**config.mk**
```make
export PLATFORM = sky130hd
export DESIGN_NAME = cvo_top
export DESIGN_NICKNAME = d
export VERILOG_FILES = /design/src/rtl/cvo_pkg.sv /design/src/rtl/cvo_top.sv
export VERILOG_INCLUDE_DIRS = /design/src /design/src/rtl
export SDC_FILE = /design/constraint.sdc
export NUM_CORES = 1
export LEC_CHECK = 0
export BUFFER_PORTS_ARGS = -buffer_cell sky130_fd_sc_hd__buf_2
export CORE_ASPECT_RATIO = 1.25
export CORE_MARGIN = 2
export CORE_UTILIZATION = 65
export DETAILED_ROUTE_END_ITERATION = 10
export GPL_TIMING_DRIVEN = 1
export PLACE_DENSITY = 0.81
export SLEW_MARGIN = 20
export SYNTH_ARGS = -nofsm -noshare
export SYNTH_HDL_FRONTEND = slang
export SYNTH_SLANG_ARGS = --single-unit
```
**constraint.sdc**
```tcl
create_clock -name clk -period 6.5 [get_ports clk]
set_clock_uncertainty 0.1 [all_clocks]
set_input_delay 1.3 -clock clk [delete_from_list [all_inputs] [get_ports clk]]
set_output_delay 1.3 -clock clk [all_outputs]
set_load 0.1 [all_outputs]
```
**src/rtl/cvo_consts.svh**
```systemverilog
/*
  Constants of the clocked video output block: timing counts and packet layout.
  Assumes inclusion by the package and the top module of the block only.
*/
// How it works
// - Blanking intervals and both sync pulses are added around the active picture
// - Control packets set the reported format, picture packets carry the pixels
// - Pixel values leave unchanged, same colour plane order as they came in
// - Each pixel beat carries red, green and blue side by side
// - Horizontal and vertical sync leave on their own dedicated wires
// - Pixels cross from the system clock into the pixel clock timing safely
// - No input is accepted until the go input starts the block
// - Width, height and interlace flag of incoming video are reported
// - A format change raises a sticky status interrupt when enabled
// - Pixels wait in a queue while the output is blanking
// - A full queue drops ready and the source must stall
// - Output is progressive RGB
`ifndef CVO_CONSTS_SVH
`define CVO_CONSTS_SVH
`define CVO_PLANE_W 8
`define CVO_PIX_W 24
`define CVO_H_ACTIVE 11'h400
`define CVO_H_SYNC_BEG 11'h418
`define CVO_H_SYNC_END 11'h4a0
`define CVO_H_TOTAL 11'h540
`define CVO_V_ACTIVE 10'h300
`define CVO_V_SYNC_BEG 10'h303
`define CVO_V_SYNC_END 10'h309
`define CVO_V_TOTAL 10'h326
`define CVO_TYPE_VIDEO 4'h0
`define CVO_TYPE_CTRL 4'hf
`endif

```
**src/rtl/cvo_pkg.sv**
```systemverilog
/*
  Types of the clocked video output block.
  Assumes the constants header is reachable by its bare name.
*/
`include "cvo_consts.svh"
package cvo_pkg;
  typedef enum logic [2:0] {
    CVO_IDLE = 3'b000,
    CVO_CW = 3'b001,
    CVO_CH = 3'b010,
    CVO_CI = 3'b011,
    CVO_VID = 3'b100,
    CVO_SKIP = 3'b101
  } cvo_parse_t;

  typedef struct packed {
    logic sof;
    logic [`CVO_PIX_W-1:0] rgb;
  } cvo_entry_t;

  typedef struct packed {
    logic [15:0] width;
    logic [15:0] height;
    logic interlaced;
  } cvo_fmt_t;
endpackage

```
**src/rtl/cvo_top.sv**
```systemverilog
/*
  Clocked video output: packetised RGB stream in, DVI style pixels and syncs out.
  Assumes the pixel clock arrives as a plain pin and is sampled on clk; the
  source honours ready with zero latency and sends a header beat with sop.
*/
`timescale 1ns/1ps
`include "cvo_consts.svh"
module cvo_top #(
  parameter int DEPTH = 16,
  parameter int AW = 4
) (
  input wire logic clk,
  input wire logic rst,
  input wire logic go,
  input wire logic irq_en,
  input wire logic irq_clr,
  input wire logic in_valid,
  output logic in_ready,
  input wire logic [`CVO_PIX_W-1:0] in_data,
  input wire logic in_sop,
  input wire logic in_eop,
  input wire logic pix_clk,
  output logic [`CVO_PIX_W-1:0] vid_data,
  output logic vid_de,
  output logic vid_hsync,
  output logic vid_vsync,
  output cvo_pkg::cvo_fmt_t fmt,
  output logic underflow,
  output logic status_irq
);
  // ----------------------------------------
  // Pixel clock sampling
  // ----------------------------------------
  logic pc1_r, pc2_r, pc3_r, pcs_r, pcs_nxt, pix_tick;
  always_comb begin
    pcs_nxt = (pc2_r == pc3_r) ? pc3_r : pcs_r;
    pix_tick = (pc2_r == pc3_r) && pc3_r && !pcs_r;
  end
  always_ff @(posedge clk) begin
    if (rst) begin
      pc1_r <= 1'b0;
      pc2_r <= 1'b0;
      pc3_r <= 1'b0;
      pcs_r <= 1'b0;
    end else begin
      pc1_r <= pix_clk;
      pc2_r <= pc1_r;
      pc3_r <= pc2_r;
      pcs_r <= pcs_nxt;
    end
  end

  // ----------------------------------------
  // Packet parsing and status
  // ----------------------------------------
  cvo_pkg::cvo_parse_t st_r, st_nxt;
  cvo_pkg::cvo_fmt_t fmt_nxt;
  logic first_r, first_nxt, irq_nxt, acc, wr_en;
  cvo_pkg::cvo_entry_t wr_ent;
  assign acc = in_valid && in_ready;
  always_comb begin
    st_nxt = st_r;
    fmt_nxt = fmt;
    first_nxt = first_r;
    irq_nxt = status_irq;
    wr_en = 1'b0;
    wr_ent = '{sof: first_r, rgb: in_data};
    if (irq_clr) irq_nxt = 1'b0;
    if (acc) begin
      if (in_sop) begin
        if (in_data[3:0] == `CVO_TYPE_CTRL) st_nxt = cvo_pkg::CVO_CW;
        else if (in_data[3:0] == `CVO_TYPE_VIDEO) st_nxt = cvo_pkg::CVO_VID;
        else st_nxt = cvo_pkg::CVO_SKIP;
        first_nxt = 1'b1;
      end else begin
        case (st_r)
          cvo_pkg::CVO_CW: begin
            fmt_nxt.width = in_data[15:0];
            st_nxt = cvo_pkg::CVO_CH;
          end
          cvo_pkg::CVO_CH: begin
            fmt_nxt.height = in_data[15:0];
            st_nxt = cvo_pkg::CVO_CI;
          end
          cvo_pkg::CVO_CI: begin
            fmt_nxt.interlaced = in_data[0];
            st_nxt = cvo_pkg::CVO_SKIP;
          end
          cvo_pkg::CVO_VID: begin
            wr_en = 1'b1;
            first_nxt = 1'b0;
          end
          default: ;
        endcase
        if (in_eop) st_nxt = cvo_pkg::CVO_IDLE;
      end
    end
    // Set beats clear in the same cycle
    if (irq_en && fmt_nxt != fmt) irq_nxt = 1'b1;
  end
  always_ff @(posedge clk) begin
    if (rst) begin
      st_r <= cvo_pkg::CVO_IDLE;
      fmt <= '0;
      first_r <= 1'b0;
      status_irq <= 1'b0;
    end else begin
      st_r <= st_nxt;
      fmt <= fmt_nxt;
      first_r <= first_nxt;
      status_irq <= irq_nxt;
    end
  end

  // ----------------------------------------
  // Pixel queue
  // ----------------------------------------
  cvo_pkg::cvo_entry_t mem_r [DEPTH];
  logic [AW-1:0] wp_r, rp_r;
  logic [AW:0] cnt_r, cnt_nxt;
  logic rd_en, rdy_nxt;
  always_comb begin
    cnt_nxt = cnt_r + (AW+1)'(wr_en) - (AW+1)'(rd_en);
    // Registered ready leaves one slot of slack for the beat in flight
    rdy_nxt = go && (cnt_nxt <= (AW+1)'(DEPTH - 2));
  end
  always_ff @(posedge clk) begin
    if (rst) begin
      wp_r <= '0;
      rp_r <= '0;
      cnt_r <= '0;
      in_ready <= 1'b0;
    end else begin
      wp_r <= wp_r + AW'(wr_en);
      rp_r <= rp_r + AW'(rd_en);
      cnt_r <= cnt_nxt;
      in_ready <= rdy_nxt;
    end
  end
  always_ff @(posedge clk) begin
    if (wr_en) mem_r[wp_r] <= wr_ent;
  end

  // ----------------------------------------
  // Raster timing
  // ----------------------------------------
  logic [10:0] h_r, h_nxt;
  logic [9:0] v_r, v_nxt;
  logic active, run_r, run_nxt;
  logic [`CVO_PIX_W-1:0] dat_nxt;
  logic de_nxt, hs_nxt, vs_nxt, uf_nxt;
  cvo_pkg::cvo_entry_t head;
  assign head = mem_r[rp_r];
  assign active = (h_r < `CVO_H_ACTIVE) && (v_r < `CVO_V_ACTIVE);
  always_comb begin
    h_nxt = h_r;
    v_nxt = v_r;
    run_nxt = run_r;
    dat_nxt = vid_data;
    de_nxt = vid_de;
    hs_nxt = vid_hsync;
    vs_nxt = vid_vsync;
    uf_nxt = underflow;
    rd_en = 1'b0;
    if (pix_tick) begin
      h_nxt = (h_r == `CVO_H_TOTAL - 11'h001) ? 11'h000 : h_r + 11'h001;
      if (h_r == `CVO_H_TOTAL - 11'h001)
        v_nxt = (v_r == `CVO_V_TOTAL - 10'h001) ? 10'h000 : v_r + 10'h001;
      // Lock to the first pixel of a frame at the top left corner
      if (h_r == 11'h000 && v_r == 10'h000) run_nxt = (cnt_r != '0) && head.sof;
      // Unlocked, heads without sof are dropped so a frame start waits at the head for the corner
      if (!run_r && cnt_r != '0 && !head.sof) rd_en = 1'b1;
      de_nxt = active;
      dat_nxt = '0;
      // A corner head without sof ends the lock; it is still shown if already locked, else dropped
      if (active && (run_r || run_nxt)) begin
        if (cnt_r != '0) begin
          rd_en = 1'b1;
          dat_nxt = head.rgb;
        end else begin
          uf_nxt = 1'b1;
        end
      end
      hs_nxt = (h_r >= `CVO_H_SYNC_BEG) && (h_r < `CVO_H_SYNC_END);
      vs_nxt = (v_r >= `CVO_V_SYNC_BEG) && (v_r < `CVO_V_SYNC_END);
    end
  end
  always_ff @(posedge clk) begin
    if (rst) begin
      h_r <= '0;
      v_r <= '0;
      run_r <= 1'b0;
      vid_data <= '0;
      vid_de <= 1'b0;
      vid_hsync <= 1'b0;
      vid_vsync <= 1'b0;
      underflow <= 1'b0;
    end else begin
      h_r <= h_nxt;
      v_r <= v_nxt;
      run_r <= run_nxt;
      vid_data <= dat_nxt;
      vid_de <= de_nxt;
      vid_hsync <= hs_nxt;
      vid_vsync <= vs_nxt;
      underflow <= uf_nxt;
    end
  end
endmodule

```
==> out/qor.csv <==
stage;metric;value;unit
run_status;status;finished clean;
synthesis;synth_area;20000;sq um
die;fp.dieH;200;um
synthesis;yosysWarnings;0;
cells_and_area;final_cell_area;22500;sq um
synthesis;synth_edf_count;400;
sta;worst_slew_pin_slew;1150;ps
sta;slew_viol_final;0;
worst_setup_path;cp-start-kind;register;
global_routing;grt_pass1_wl;66200;um
sta;max_clock_freq;0.230;GHz
sta;rsz0062_at_grt;no;
clock_network;cts_sinks;506;
clock_network;post_cts_buffers;0;
clock_network;cts_buffers;46;
cells_and_area;syn2layout_area_growth;12.8;%
synthesis;ys.flop_type;edfxtp_1;
global_routing;grt_max_degree;67;
synthesis;ys_ff_latch;506;
worst_hold_path;hp-start;vid_data[23];
global_routing;track_usage;28.0;%
worst_hold_path;hp-class;register to register;
synthesis;syn-num-nets;1218;
worst_setup_path;path_class;register to register;
drt;num_vias;10900;
clock_network;clkSlewWorstSetupHoldPaths;60;ps
die;pin_count;96;
sta;hold_slack;344;ps
run;drv_cap;0;
drt;avgRoutedWirePerCell;25.6;um
worst_setup_path;reg2reg_depth;14;
drt;wl;43800;um
synthesis;netlist.area_leader.share;60.1;%
global_routing;grt_pass1_vias;11200;
placed_design;gp_congestion;0.835;
drt;drt_iter0_markers;973;
die;fp-row-count;71;
die;core-area;30200;sq um
placed_design;post-dp-hpwl;23700;um
worst_hold_path;min_delay_worst_endpoint;vid_data[23];
clock_network;root_buffer;clkbuf_16;
power_and_ir_drop;power_per_cell_area;282;nW/um^2
synthesis;syn_area_per_cell;17.1;sq um
power_and_ir_drop;leakage;7.57;nW
worst_setup_path;ff2ff_setup_slack;2150;ps
worst_setup_path;crit_fanout;29;
clock_network;clockBufferDepth;3;
worst_setup_path;worstPathArrival;4660;ps
clock_network;cts_tree;yes;
global_routing;overflow;0;
cells_and_area;num_antenna_cells;0;
power_and_ir_drop;power;6.36;mW
worst_setup_path;r2r_start;rp_r[2];
drt;viasPerCell;6.36;
synthesis;synth_cells;1167;
power_and_ir_drop;ir_worst_vdd;0.229;mV
synthesis;async_flop_share;0;%
sta;finalHoldViolCount;0;
die;dieArea;32200;sq um
worst_hold_path;min_path_cells;2;
clock_network;hold_buffers;0;
sta;fin_crit;4350;ps
drt;drc_errors;0;
cells_and_area;nets;1325;
global_routing;antenna_found_initial;0;
synthesis;yosysUniqueCellTypes;51;
clock_network;cts_resized;0;
sta;setup_violations;0;
synthesis;synth_top_area_cell;edfxtp_1;
worst_setup_path;r2r_end;in_ready;
clock_network;clock_latency;560;ps
drt;drtAntennaViolNets;0;
worst_setup_path;required;6800;ps
die;start_util;66.2;%
placed_design;place_area;20900;sq um
cells_and_area;instances_no_fill;1712;
worst_setup_path;cp-end-kind;register;
synthesis;synthTopCellsByArea;edfxtp_1 60%, mux4_2 11%, dfxtp_1 11%;
drt;drtPass1Iterations;5;
die;die_w;161;um
clock_network;htreeDepth;2;
cells_and_area;layout-drive-gt1-share;26.1;%
sta;totalNegativeSetupSlack;0;ps
sta;fin_crit_sh;66.9;%
placed_design;port_buffers;95;
synthesis;synth.yosys.seq_area_share;70.7;%
sta;relSlewSlack;23.4;%
placed_design;numPlacedInstances;1625;
-- logic make-up after synthesis --
| kind of cell | share of synthesized area (%) |
|---|---|
| mux | 15.7 |
| xor+xnor | 2.28 |
| compound gates | 2.72 |
| flops | 70.7 |
| simple gates | 5.81 |
| buf+inv | 1.65 |
| fa+ha+maj | 1.16 |
-- report_power, final --
part | internal [mW] | switching [mW]
Sequential | 3.49 | 0.00307
Combinational | 0.0206 | 0.0762
Clock | 1.61 | 1.16
Total | 5.12 | 1.24
-- stage by stage --
| stage | util [%] | setup WS (ps) |
|---|---|---|
| 3_3_place_gp | 69.3 | 2370 |
| 4_1_cts | 74.5 | 2180 |
| 3_5_place_dp | 69.3 | 2220 |
| 6_report | 74.6 | 2150 |
| 5_1_grt | 74.6 | 1850 |
| 2_1_floorplan | - | 1820 |
-- Yosys cell counts, types with 2 or more instances --
| cell type | number |
|---|---|
| edfxtp_1 | 400 |
| nand4_2 | 2 |
| nand2b_1 | 3 |
| nor3_1 | 11 |
| nor2b_1 | 11 |
| nand2_1 | 40 |
| a21oi_1 | 44 |
| buf_1 | 8 |
| a211oi_1 | 2 |
| a21o_1 | 2 |
| nand4_1 | 15 |
| xor2_1 | 12 |
| and2_1 | 2 |
| nor4b_1 | 5 |
| o21ai_1 | 26 |
| nand3_1 | 16 |
| o41ai_1 | 2 |
| buf_6 | 2 |
| ha_1 | 17 |
| buf_4 | 5 |
| nand3b_1 | 3 |
| buf_2 | 14 |
| mux2_2 | 24 |
| clkbuf_1 | 29 |
| and3_1 | 3 |
| mux2i_1 | 61 |
| or4_1 | 2 |
| nor4_1 | 7 |
| mux4_2 | 100 |
| or3_1 | 7 |
| nor2_1 | 104 |
| o21ai_0 | 9 |
| xnor2_1 | 40 |
| inv_1 | 16 |
| a21oi_2 | 2 |
| dfxtp_1 | 106 |
-- cell type report --
cell class,instances,area [sq um]
Tap cell,401,502
Fill cell,1770,7660
Sequential cell,506,14100
Clock inverter,21,219
Inverter,16,60.1
Multi-Input combinational cell,587,5600
Timing Repair Buffer,117,673
Clock buffer,64,1340
-- critical path, cell delays in order (launching register included) --
cell and delay, ps:
dfxtp_2 700, buf_4 480, mux4_2 370, mux2i_1 160, mux2i_1 180, or2_1 280, a211oi_1 360, ha_1 300
inv_1 60, ha_1 170, inv_1 60, fa_1 400, xor2_1 180, nor4b_1 290, nor4b_1 90
-- sequential cells by signal, indices dropped and copies added (netlist names), 3 cells and up --
register  flops
mem_r       400
vid_data     24
wp_r          4
st_r          3
rp_r          4
v_r          10
cnt_r         5
h_r          11
fmt          33
-- worst max-delay path by stage --
stage,start,to,slack [ps],depth (start not counted)
2_1_floorplan,in_valid,mem_r[0][0],1820,6
3_3_place_gp,rp_r[2],in_ready,2370,14
3_5_place_dp,rp_r[2],in_ready,2220,14
4_1_cts,rp_r[2],in_ready,2180,16
5_1_grt,rp_r[2],in_ready,1850,16
6_report,rp_r[2],in_ready,2150,14
-- cells in the final DEF (no fill, tap or decap), types with 5 or more instances in the layout --
| master | count |
|---|---|
| clkbuf_8 | 6 |
| nor2b_1 | 11 |
| nor3_1 | 7 |
| nand2_1 | 40 |
| buf_2 | 95 |
| buf_4 | 20 |
| nor2_2 | 9 |
| o21ai_1 | 26 |
| edfxtp_1 | 400 |
| nor4_1 | 7 |
| mux4_2 | 100 |
| nor4b_1 | 5 |
| or3_1 | 7 |
| clkbuf_16 | 49 |
| mux2_2 | 24 |
| xor2_1 | 12 |
| nor2_1 | 91 |
| ha_1 | 17 |
| inv_1 | 16 |
| xnor2_1 | 40 |
| o21ai_0 | 9 |
| a21oi_1 | 44 |
| clkinv_2 | 6 |
| dfxtp_1 | 102 |
| nand4_1 | 15 |
| nand3_1 | 16 |
| clkbuf_1 | 9 |
| mux2i_1 | 61 |
-- routing by layer --
metal	wire length (um)	GRT usage, %	vias to the layer above
met5	0	0	-
met1	16500	36.0	5503
met2	22600	48.6	548
met4	1450	11.9	0
met3	3300	4.09	96
li1	-	-	4736
(Power assumes the default switching activity.)
